`src/hw/tcp_map.svh`:
```
`ifndef TCP_MAP_SVH
`define TCP_MAP_SVH
// byte offsets
`define TCP_OFS_CAP_LO  8'h22
`define TCP_OFS_CAP_HI  8'h23
`define TCP_OFS_CMPB_LO 8'h24
`define TCP_OFS_CMPB_HI 8'h25
`define TCP_OFS_CMPA_LO 8'h26
`define TCP_OFS_CMPA_HI 8'h27
`define TCP_OFS_CNT_LO  8'h28
`define TCP_OFS_CNT_HI  8'h29
`define TCP_OFS_FLAGS   8'h2a
`define TCP_OFS_MASK    8'h2b
`define TCP_OFS_FORCE   8'h2c
`define TCP_OFS_GCTL    8'h2f
`define TCP_OFS_CSRC    8'h30
// flag and mask bit positions
`define TCP_BIT_CAP     5
`define TCP_BIT_MB      2
`define TCP_BIT_MA      1
`define TCP_BIT_WRAP    0
`define TCP_IRQ_BITS    8'h27
// force strobes
`define TCP_BIT_FA      7
`define TCP_BIT_FB      6
// global control
`define TCP_BIT_TSM     7
`define TCP_BIT_MAP     1
`define TCP_BIT_PSR     0
// capture source control
`define TCP_BIT_SRC_AC  0
`define TCP_BIT_SRC_RISE 1
// values
`define TCP_RST8        8'h00
`define TCP_RST16       16'h0000
`define TCP_ONE16       16'h0001
`define TCP_MAX16       16'hffff
`define TCP_PRE_W       10
`define TCP_PRE_ONE     10'h001
`define TCP_PRE_ZERO    10'h000
`endif

```
`src/hw/tcp_pkg.sv`:
```
`include "tcp_map.svh"
package tcp_pkg;
    typedef enum logic [0:0] {
        TCP_IDLE   = 1'b0,
        TCP_ANSWER = 1'b1
    } tcp_bus_t;

    typedef struct packed {
        tcp_bus_t               bus;
        logic [7:0]             rdata;
        logic [7:0]             temp;
        logic [15:0]            capture;
        logic [15:0]            count;
        logic [15:0]            cmp_a;
        logic [15:0]            cmp_b;
        logic [7:0]             flags;
        logic [7:0]             mask;
        logic                   sync_hold_mode;
        logic                   pin_map_select;
        logic                   prescaler_clear;
        logic                   src_ac;
        logic                   src_rise;
        logic                   suppress;
        logic [`TCP_PRE_W-1:0]  pre_cnt;
        logic                   cap_s1;
        logic                   cap_s2;
        logic                   ac_s1;
        logic                   ac_s2;
        logic                   ext_s1;
        logic                   ext_s2;
        logic                   src_d;
        logic                   wave_a;
        logic                   wave_b;
    } tcp_state_t;
endpackage : tcp_pkg

```
`src/hw/tcp_timer.sv`:
```
// Our own choice: the Avalon-MM register port.
`timescale 1ns/1ps
`default_nettype none
`include "tcp_map.svh"
module tcp_timer #(
    parameter logic [`TCP_PRE_W-1:0] PRESCALE_DIV = `TCP_PRE_ONE
) (
    // clock and reset
    input  wire logic        i_sys_clk,
    input  wire logic        i_reset,
    // avalon-mm slave
    input  wire logic [7:0]  i_avs_address,
    input  wire logic        i_avs_read,
    input  wire logic        i_avs_write,
    input  wire logic [7:0]  i_avs_writedata,
    output logic      [7:0]  o_avs_readdata,
    output logic             o_avs_waitrequest,
    // waveform mode from the counter mode logic
    input  wire logic        i_capture_is_top,
    input  wire logic        i_clear_on_match_a,
    input  wire logic        i_pwm_mode,
    // core interrupt side: cap, match b, match a, wrap
    input  wire logic [3:0]  i_vector_ack,
    output logic      [3:0]  o_irq,
    // pins
    input  wire logic        i_capture_pin_pb2,
    input  wire logic        i_capture_pin_pa4,
    input  wire logic        i_comparator_out,
    input  wire logic        i_ext_count_clock_pa0,
    input  wire logic        i_ext_count_clock_pb3,
    output logic             o_ext_count_clock,
    output logic             o_wave_out_a_pb1,
    output logic             o_wave_out_a_pa3,
    output logic             o_wave_out_b_pa1,
    output logic             o_wave_out_b_pa5,
    output logic             o_pin_map_select,
    output logic      [15:0] o_count_value
);
    import tcp_pkg::*;

    localparam int IRQ_POS [4] = '{`TCP_BIT_WRAP, `TCP_BIT_MA, `TCP_BIT_MB, `TCP_BIT_CAP};

    tcp_state_t s_r;
    tcp_state_t s_nxt;

    logic        req;
    logic        acc;
    logic        wr;
    logic        rdx;
    logic        presc_rst;
    logic        tick;
    logic        src_now;
    logic        cap_edge;
    logic [15:0] top_val;
    logic [7:0]  flag_set;
    logic [7:0]  flag_clr;
    logic [7:0]  rd_mux;

    always_comb begin
        s_nxt = s_r;
        req = i_avs_read | i_avs_write;
        acc = s_r.bus == TCP_ANSWER;
        wr = i_avs_write & acc;
        rdx = i_avs_read & acc;
        flag_set = `TCP_RST8;
        flag_clr = `TCP_RST8;
        tick = 1'b0;

        // pins are asynchronous; two stages before any use
        s_nxt.cap_s1 = s_r.pin_map_select ? i_capture_pin_pa4 : i_capture_pin_pb2;
        s_nxt.cap_s2 = s_r.cap_s1;
        s_nxt.ac_s1 = i_comparator_out;
        s_nxt.ac_s2 = s_r.ac_s1;
        s_nxt.ext_s1 = s_r.pin_map_select ? i_ext_count_clock_pb3 : i_ext_count_clock_pa0;
        s_nxt.ext_s2 = s_r.ext_s1;
        src_now = s_r.src_ac ? s_r.ac_s2 : s_r.cap_s2;
        s_nxt.src_d = src_now;
        cap_edge = s_r.src_rise ? (src_now & ~s_r.src_d) : (~src_now & s_r.src_d);

        // capture bytes readable
        // read mux, sampled on the first cycle of a request
        case (i_avs_address)
            `TCP_OFS_CAP_LO:  rd_mux = s_r.capture[7:0];
            `TCP_OFS_CAP_HI:  rd_mux = s_r.temp;
            `TCP_OFS_CMPB_LO: rd_mux = s_r.cmp_b[7:0];
            `TCP_OFS_CMPB_HI: rd_mux = s_r.cmp_b[15:8];
            `TCP_OFS_CMPA_LO: rd_mux = s_r.cmp_a[7:0];
            `TCP_OFS_CMPA_HI: rd_mux = s_r.cmp_a[15:8];
            `TCP_OFS_CNT_LO:  rd_mux = s_r.count[7:0];
            `TCP_OFS_CNT_HI:  rd_mux = s_r.temp;
            `TCP_OFS_FLAGS:   rd_mux = s_r.flags;
            `TCP_OFS_MASK:    rd_mux = s_r.mask;
            `TCP_OFS_GCTL: begin
                rd_mux = `TCP_RST8;
                rd_mux[`TCP_BIT_TSM] = s_r.sync_hold_mode;
                rd_mux[`TCP_BIT_MAP] = s_r.pin_map_select;
                rd_mux[`TCP_BIT_PSR] = s_r.prescaler_clear;
            end
            `TCP_OFS_CSRC: begin
                rd_mux = `TCP_RST8;
                rd_mux[`TCP_BIT_SRC_AC] = s_r.src_ac;
                rd_mux[`TCP_BIT_SRC_RISE] = s_r.src_rise;
            end
            // force strobes and unmapped space read zero
            default:          rd_mux = `TCP_RST8;
        endcase

        // one wait cycle per access; effects land on the answer edge
        case (s_r.bus)
            TCP_IDLE: begin
                if (req) begin
                    s_nxt.bus = TCP_ANSWER;
                    s_nxt.rdata = rd_mux;
                end
            end
            TCP_ANSWER: begin
                s_nxt.bus = TCP_IDLE;
            end
            default: begin
                s_nxt.bus = TCP_IDLE;
            end
        endcase

        presc_rst = s_r.prescaler_clear | (wr & (i_avs_address == `TCP_OFS_GCTL)
                    & i_avs_writedata[`TCP_BIT_PSR]);
        if (presc_rst) begin
            s_nxt.pre_cnt = `TCP_PRE_ZERO;
        end else if (s_r.pre_cnt >= PRESCALE_DIV - `TCP_PRE_ONE) begin
            s_nxt.pre_cnt = `TCP_PRE_ZERO;
            tick = 1'b1;
        end else begin
            s_nxt.pre_cnt = s_r.pre_cnt + `TCP_PRE_ONE;
        end

        if (i_capture_is_top) begin
            top_val = s_r.capture;
        end else if (i_clear_on_match_a) begin
            top_val = s_r.cmp_a;
        end else begin
            top_val = `TCP_MAX16;
        end

        if (tick) begin
            s_nxt.count = (s_r.count == top_val) ? `TCP_RST16 : s_r.count + `TCP_ONE16;
            s_nxt.suppress = 1'b0;
            if (s_r.count == s_r.cmp_a && !s_r.suppress) begin
                flag_set[`TCP_BIT_MA] = 1'b1;
                s_nxt.wave_a = ~s_r.wave_a;
            end
            if (s_r.count == s_r.cmp_b && !s_r.suppress) begin
                flag_set[`TCP_BIT_MB] = 1'b1;
                s_nxt.wave_b = ~s_r.wave_b;
            end
            // wrap on overflow; pwm with capture top wraps at top
            if (s_r.count == `TCP_MAX16
                || (i_pwm_mode && i_capture_is_top && s_r.count == top_val)) begin
                flag_set[`TCP_BIT_WRAP] = 1'b1;
            end
            if (i_capture_is_top && s_r.count == top_val) begin
                flag_set[`TCP_BIT_CAP] = 1'b1;
            end
        end

        if (rdx) begin
            case (i_avs_address)
                `TCP_OFS_CAP_LO: s_nxt.temp = s_r.capture[15:8];
                `TCP_OFS_CNT_LO: s_nxt.temp = s_r.count[15:8];
                default:         s_nxt.temp = s_r.temp;
            endcase
        end

        if (wr) begin
            case (i_avs_address)
                `TCP_OFS_CAP_HI, `TCP_OFS_CMPB_HI, `TCP_OFS_CMPA_HI, `TCP_OFS_CNT_HI: begin
                    s_nxt.temp = i_avs_writedata;
                end
                `TCP_OFS_CAP_LO:  s_nxt.capture = {s_r.temp, i_avs_writedata};
                `TCP_OFS_CMPB_LO: s_nxt.cmp_b = {s_r.temp, i_avs_writedata};
                `TCP_OFS_CMPA_LO: s_nxt.cmp_a = {s_r.temp, i_avs_writedata};
                `TCP_OFS_CNT_LO: begin
                    s_nxt.count = {s_r.temp, i_avs_writedata};
                    s_nxt.suppress = 1'b1;
                end
                `TCP_OFS_FLAGS:   flag_clr = i_avs_writedata & `TCP_IRQ_BITS;
                `TCP_OFS_MASK:    s_nxt.mask = i_avs_writedata & `TCP_IRQ_BITS;
                // force acts on outputs only, outside pwm
                `TCP_OFS_FORCE: begin
                    if (!i_pwm_mode) begin
                        s_nxt.wave_a = s_nxt.wave_a ^ i_avs_writedata[`TCP_BIT_FA];
                        s_nxt.wave_b = s_nxt.wave_b ^ i_avs_writedata[`TCP_BIT_FB];
                    end
                end
                `TCP_OFS_GCTL: begin
                    s_nxt.sync_hold_mode = i_avs_writedata[`TCP_BIT_TSM];
                    s_nxt.pin_map_select = i_avs_writedata[`TCP_BIT_MAP];
                    s_nxt.prescaler_clear = i_avs_writedata[`TCP_BIT_PSR]
                                & i_avs_writedata[`TCP_BIT_TSM];
                end
                `TCP_OFS_CSRC: begin
                    s_nxt.src_ac = i_avs_writedata[`TCP_BIT_SRC_AC];
                    s_nxt.src_rise = i_avs_writedata[`TCP_BIT_SRC_RISE];
                end
                default: begin
                    s_nxt.temp = s_nxt.temp;
                end
            endcase
        end

        // capture copies counter; event beats a same-cycle bus write
        if (cap_edge && !i_capture_is_top) begin
            s_nxt.capture = s_r.count;
            flag_set[`TCP_BIT_CAP] = 1'b1;
        end

        flag_clr[`TCP_BIT_WRAP] = flag_clr[`TCP_BIT_WRAP] | i_vector_ack[0];
        flag_clr[`TCP_BIT_MA] = flag_clr[`TCP_BIT_MA] | i_vector_ack[1];
        flag_clr[`TCP_BIT_MB] = flag_clr[`TCP_BIT_MB] | i_vector_ack[2];
        flag_clr[`TCP_BIT_CAP] = flag_clr[`TCP_BIT_CAP] | i_vector_ack[3];
        // set wins over clear so no event is lost
        s_nxt.flags = (s_r.flags & ~flag_clr) | flag_set;
    end

    always_ff @(posedge i_sys_clk or posedge i_reset) begin
        if (i_reset) begin
            s_r <= '0;
        end else begin
            s_r <= s_nxt;
        end
    end

    assign o_avs_readdata = s_r.rdata;
    assign o_avs_waitrequest = req & (s_r.bus != TCP_ANSWER);

    for (genvar g = 0; g < 4; g++) begin : g_irq
        assign o_irq[g] = s_r.flags[IRQ_POS[g]] & s_r.mask[IRQ_POS[g]];
    end

    // pin routing; unselected pins stay low
    assign o_pin_map_select = s_r.pin_map_select;
    assign o_ext_count_clock = s_r.ext_s2;
    assign o_wave_out_a_pb1 = ~s_r.pin_map_select & s_r.wave_a;
    assign o_wave_out_a_pa3 = s_r.pin_map_select & s_r.wave_a;
    assign o_wave_out_b_pa1 = ~s_r.pin_map_select & s_r.wave_b;
    assign o_wave_out_b_pa5 = s_r.pin_map_select & s_r.wave_b;
    assign o_count_value = s_r.count;
endmodule : tcp_timer
`default_nettype wire

```
`config.mk`:
```
export PLATFORM = sky130hd
export DESIGN_NAME = tcp_timer
export DESIGN_NICKNAME = d
export VERILOG_FILES = /design/src/hw/tcp_pkg.sv /design/src/hw/tcp_timer.sv
export VERILOG_INCLUDE_DIRS = /design/src /design/src/hw
export SDC_FILE = /design/constraint.sdc
export NUM_CORES = 1
export LEC_CHECK = 0
export ABC_CLOCK_PERIOD_IN_PS = 4610
export BUFFER_PORTS_ARGS = -buffer_cell sky130_fd_sc_hd__buf_2
export CELL_PAD_IN_SITES_DETAIL_PLACEMENT = 1
export CELL_PAD_IN_SITES_GLOBAL_PLACEMENT = 2
export CORE_UTILIZATION = 38
export DETAILED_ROUTE_END_ITERATION = 8
export PLACE_DENSITY = 0.82
export SLEW_MARGIN = 20
export SYNTH_ARGS = -nofsm -noshare
export SYNTH_HDL_FRONTEND = slang
export SYNTH_SLANG_ARGS = --single-unit
```
`constraint.sdc`:
```
create_clock -name i_sys_clk -period 4.61 [get_ports i_sys_clk]
set_input_delay 0.6915 -clock i_sys_clk [delete_from_list [all_inputs] [get_ports i_sys_clk]]
set_output_delay 0.6915 -clock i_sys_clk [all_outputs]
set_load 0.1 [all_outputs]
```
==> flow_summary.toml, run 1 <==
[routing]
drt_wl_total_um = 24300
vias_per_cell = 6.20
drc = 0
avgRoutedWirePerCell_um = 26.3
vias = 5738
dr.pass1.iters = 5
antenna_left = 0
drtIter0Drc = 444

[power_and_ir_drop]
pwr_density_cell_nw_per_um2 = 339
total_power_mw = 2.45
power_leakage_nw = 3.18
vdd_ir_drop_max_v = 0.000238

[status]
status = "finished clean"

[grt]
grt_usage_pct = 27.7
grt_pass1_vias = 5691
grt_start_max_net_pins = 72
overflow = 0
antenna_found_initial = 0
grt_pass1_wl_um = 36700

[cts]
root_buffer = "clkbuf_16"
cts-hold-fix-buffers = 0
clock_path_buffers = 2
postCtsSetupBuffers = 0
clk_latency_ns = 0.37
cts_buffers = 9
cts_resized = 0
cts_tree = "built"
cts.sinks = 104
clk_pin_slew_ns = 0.08
htree_levels = 3

[synthesis]
syn_area_per_cell_um2 = 9.85
synthTopCellsByArea = "dfrtp_1 (39%), mux2_2 (6.9%), xnor2_1 (4.2%)"
synth_edf_count = 0
yosys_most_used_dff = "dfrtp_1"
synth_largest_area_cell = "dfrtp_1"
async_flop_share_pct = 100
seq_area_frac_synth_pct = 38.7
synth_cells = 682
yosysWarnings = 0
synth_seq_cells = 104
synth.distinct_cells = 80
synthesis.area_um2 = 6720
synth_top_area_share_pct = 38.7
syn-num-nets = 715

[setup_path]
end_kind = "flop"
rr_worst_depth = 6
path_max_fanout = 12
path_class = "reg2reg"
start_kind = "flop"
cp.arrival_ns = 3.18
crit_required_ns = 4.81

[place]
dp_cells = 908
dpl_cell_area_um2 = 6920
numPortBuffers = 66
gp_congestion = 0.910
dp_hpwl_um = 17400

[die]
initial_core_util_pct = 38.8
placementRows = 48
die_x_um = 135
fp.dieH_um = 135
io_pins = 67
die_area_um2 = 18200
coreArea_um2 = 17300

[sta]
finClkSkew_ns = 0.00582
max_freq_ghz = 0.336
slew_headroom_pct = 35.9
fin_crit_ns = 2.98
worst_pin_slew_ns = 0.961
slew_violations = 0
totalNegativeSetupSlack_ns = 0
setup_viol = 0
min_period_over_period_pct = 64.6
finalHoldViolCount = 0
rsz0062_at_grt = "false"

[final_layout]
drive_gt1_share_pct = 24.3
final_nets = 727
final_cell_count_no_fill = 926
fin_area_um2 = 7230
area_delta_synth_final_pct = 7.64

[hold_path]
min_path_type = "reg2reg"
hold-path-cell-count = 0

[flow_run]
maxCapViolations = 0
## per-layer routing
layer	part of all wire [%]	wire length, µm	track usage (%)
met5	0	0	0
met4	3.5	860	13.7
met3	6.9	1680	5.22
met2	47	11300	42.9
met1	43	10500	37.0
## sequential cells by signal, summed over array words and instances (netlist names)
signal,cells
s_r,74
acc,1
o_count_value,16
s_nxt,3
o_pin_map_select,1
o_avs_readdata,8
o_ext_count_clock,1
## Yosys cell counts (7+ instances only)
master    count
and2_1        9
nand2_1      46
nor2_1       38
a211oi_2     10
nand2b_1     17
dfrtp_1     104
clkbuf_1     20
nand4_1      13
a21oi_1      12
nor3_1       25
a22oi_1      31
o22ai_1      10
o21ai_0      31
a221o_1       8
mux2i_1      19
buf_4        28
buf_6         7
mux2_2       41
nor2b_1      24
nand3_1      11
inv_1        22
xnor2_1      32
nor3b_1       7
buf_2        11
## cell families after synthesis
logic type      synth area share, %
compound gates                 17.2
xor+xnor                       4.69
fa+ha+maj                     0.186
buf+inv                        7.77
flops                          38.7
mux                            9.87
simple gates                   21.5
## layout by cell type, fill, tap and decap left out, types with 4 or more instances in the layout
cell type,netlist,final
nand2b_1,17,17
o21ai_1,6,6
and2_1,9,9
nor2_1,38,38
nor4_1,5,5
mux2i_1,19,19
inv_1,22,21
mux2_2,41,41
a221o_1,8,8
a22o_1,5,5
o21ai_0,31,31
nor2b_1,24,24
nor3b_2,5,5
nand4_1,13,13
xor2_1,4,4
a211oi_1,6,6
a22oi_1,31,31
a211oi_2,10,10
nand2_1,46,46
clkbuf_16,0,9
dfrtp_1,104,104
nand3b_1,6,6
o22ai_1,10,10
nor3_1,25,25
nor3b_1,7,7
a21oi_1,12,11
buf_2,11,66
xnor2_1,32,32
nand3_1,11,11
o2111ai_1,5,5
and3_1,4,4
## power by group
group | total [mW] | internal [mW] | switching, mW
Sequential | 1.14 | 0.972 | 0.163
Combinational | 0.494 | 0.148 | 0.346
Clock | 0.822 | 0.442 | 0.380
## final timing paths
kind | slack [ns] | from | to
max | 1.63 | o_count_value[3] | o_count_value[5]
min | 0.35 | s_nxt[3] | o_ext_count_clock
max reg2reg | 1.63 | o_count_value[3] | o_count_value[5]
min reg2reg | 0.35 | s_nxt[3] | o_ext_count_clock
max in group asynchronous | 3.05 | i_reset | s_r[72]
min in group asynchronous | 0.52 | i_reset | s_r[22]
## critical path, cell delays in order (launching register included)
cell and delay (ns):
dfrtp_1 0.59, inv_1 0.21, o22ai_1 0.11, a2111oi_1 0.72, o2111ai_1 0.31, nor4_4 0.77
a211oi_1 0.11
## layout make-up
cell class                      count  area, µm²
Clock buffer                       11        243
Timing Repair Buffer               69        353
Clock inverter                      5       63.8
Fill cell                        1973      10100
Sequential cell                   104       2600
Multi-Input combinational cell    488       3600
Antenna cell                        2       5.00
Tap cell                          225        282
Inverter                           22       85.1
## per-stage QoR
stage / hold WS, ns / util, % / worst slack, ns
after floorplan: 0.331 / - / 1.19
after global placement: 0.333 / 40.0 / 1.46
after detailed placement: 0.336 / 40.0 / 1.32
after CTS: 0.354 / 41.8 / 1.68
after global routing: 0.357 / 41.8 / 1.46
final: 0.350 / 41.8 / 1.63
(Power assumes the default switching activity.)
==> inputs of run 2 (changes only) <==
ABC_CLOCK_PERIOD_IN_PS = 3000   (was 4610)
clock period = 3 ns   (was 4.61 ns; I/O delays follow)
==> flow_summary.toml, run 2 (synthesis gave the netlist of run 1 again) <==
[power_and_ir_drop]
vdd_ir_drop_max_v = 0.000285
pwr_density_cell_nw_per_um2 = 507
power_leakage_nw = 3.28

[cts]
clk_latency_ns = 0.37
cts_tree = "built"
cts.sinks = 104
cts_buffers = 9
htree_levels = 3
cts_resized = 0
clk_pin_slew_ns = 0.08
cts-hold-fix-buffers = 0
root_buffer = "clkbuf_16"
clock_path_buffers = 2
postCtsSetupBuffers = 0

[final_layout]
drive_gt1_share_pct = 26.9
area_delta_synth_final_pct = 10.2
nFillCells = 1986
largest_reg_flops = 74
largest_register = "s_r"
diodes = 0
final_nets = 750
final_cell_mix = "dfrtp_1 (104), buf_2 (66), nand2_1 (46)"
final_common_cell = "dfrtp_1"
final_cell_count_no_fill = 947

[routing]
dr.pass1.iters = 5
vias_per_cell = 6.05
avgRoutedWirePerCell_um = 26.9
drt_wl_total_um = 25400
vias = 5729
drtIter0Drc = 504
drc = 0
antenna_left = 0

[grt]
grt_usage_pct = 29.2
grt_start_max_net_pins = 41
antenna_found_initial = 1
grt_pass1_vias = 5882
grt_pass1_wl_um = 38500
overflow = 0

[setup_path]
path_class = "reg2reg"
rr_worst_depth = 7
path_max_fanout = 12
crit-reg2reg-capture = "o_count_value[4]"
reg2reg_from = "o_count_value[9]"
r2r_slack_ns = 0.60
crit_family = "simple AND/OR/NAND/NOR gates"
crit_buf_inv = 1
cp.arrival_ns = 2.64
end_kind = "flop"
start_kind = "flop"
path_cells = "nor2b_1 -> a22o_1 -> nor4_1 -> o2111ai_1 -> nor4_4 -> buf_4 -> a211oi_1"
crit_required_ns = 3.24
slowest_delay_ns = 0.51
slowest_stage = "dfrtp_1"

[die]
io_pins = 67
die_area_um2 = 18200
fp.dieH_um = 135
placementRows = 48
coreArea_um2 = 17300
initial_core_util_pct = 38.8
die_x_um = 135

[sta]
slew_violations = 0
finalHoldViolCount = 0
worst_pin_slew_ns = 0.887
totalNegativeSetupSlack_ns = 0
max_freq_ghz = 0.416
finClkSkew_ns = 0.0164
min_period_over_period_pct = 80.1
rsz0062_at_grt = "false"
setup_viol = 0
fin_crit_ns = 2.40
slew_headroom_pct = 39.3

[place]
dp_hpwl_um = 18700
gp_congestion = 0.920
numPortBuffers = 66
dp_cells = 931

[hold_path]
min_path_type = "in2reg"
min_to = "s_nxt[5]"
hold-path-cell-count = 1
hp-start = "i_comparator_out"

[flow_run]
maxCapViolations = 0

[status]
status = "finished clean"
[run 2: cell count changes in the layout (fill, tap and decap cells not counted)]
cell and change:
buf_4 +22, clkinvlp_4 +2, diode_2 -2, inv_8 +2, buf_12 +1, bufinv_16 -1, clkbuf_1 -1, clkbuf_8 -1
clkinv_8 +1, inv_4 -1, inv_6 -1
[run 2: worst max-delay path by stage]
stage                       from                to  cells past startpoint
5_1_grt        o_count_value[10]  o_count_value[5]                      7
3_5_place_dp    i_capture_is_top  o_count_value[4]                      9
4_1_cts        o_count_value[10]  o_count_value[4]                      7
3_3_place_gp    i_capture_is_top  o_count_value[4]                      9
2_1_floorplan   o_pin_map_select  o_wave_out_a_pb1                      1
6_report        o_count_value[9]  o_count_value[4]                      7
[run 2: area by class of cell]
type | count | area, µm² | area share [%]
clock buffers | 9 | 225 | 3.04
clock inverters | 7 | 71.3 | 0.963
inverters | 22 | 86.3 | 1.17
multi-input cells | 488 | 3600 | 48.6
flip-flops and latches | 104 | 2600 | 35.2
well taps | 225 | 282 | 3.80
repair buffers | 92 | 538 | 7.27
[run 2: where the power goes]
group | switching (mW) | internal (mW)
Sequential | 0.215 | 1.49
Clock | 0.624 | 0.588
Combinational | 0.578 | 0.253
[run 2: metal layers]
layer | wire length, µm | share of wire, % | vias up | track usage, %
met1 | 11300 | 44 | 2933 | 40.2
met5 | 13 | 0.051 | - | 0
met2 | 11500 | 45 | 205 | 44.4
li1 | - | - | 2527 | -
met4 | 1020 | 4.0 | 2 | 12.0
met3 | 1620 | 6.4 | 62 | 6.08
[run 2: worst register-to-register path: stages (launching register included)]
cell and delay (ns):
dfrtp_1 0.51, nor2b_1 0.19, a22o_1 0.19, nor4_1 0.49, o2111ai_1 0.32, nor4_4 0.21
buf_4 0.28, a211oi_1 0.08
[run 2: metrics by stage]
stage / power [mW] / utilization, % / area [µm²] / setup WS (ns) / hold slack [ns]
after floorplan: 2.27 / - / 6720 / 0.264 / 0.331
after global placement: 2.54 / 41.1 / 7110 / 0.360 / 0.332
after detailed placement: 2.56 / 41.1 / 7110 / 0.276 / 0.340
after CTS: 3.76 / 42.8 / 7400 / 0.552 / 0.179
after global routing: 3.88 / 42.8 / 7400 / 0.422 / 0.181
final: 3.75 / 42.8 / 7400 / 0.597 / 0.187
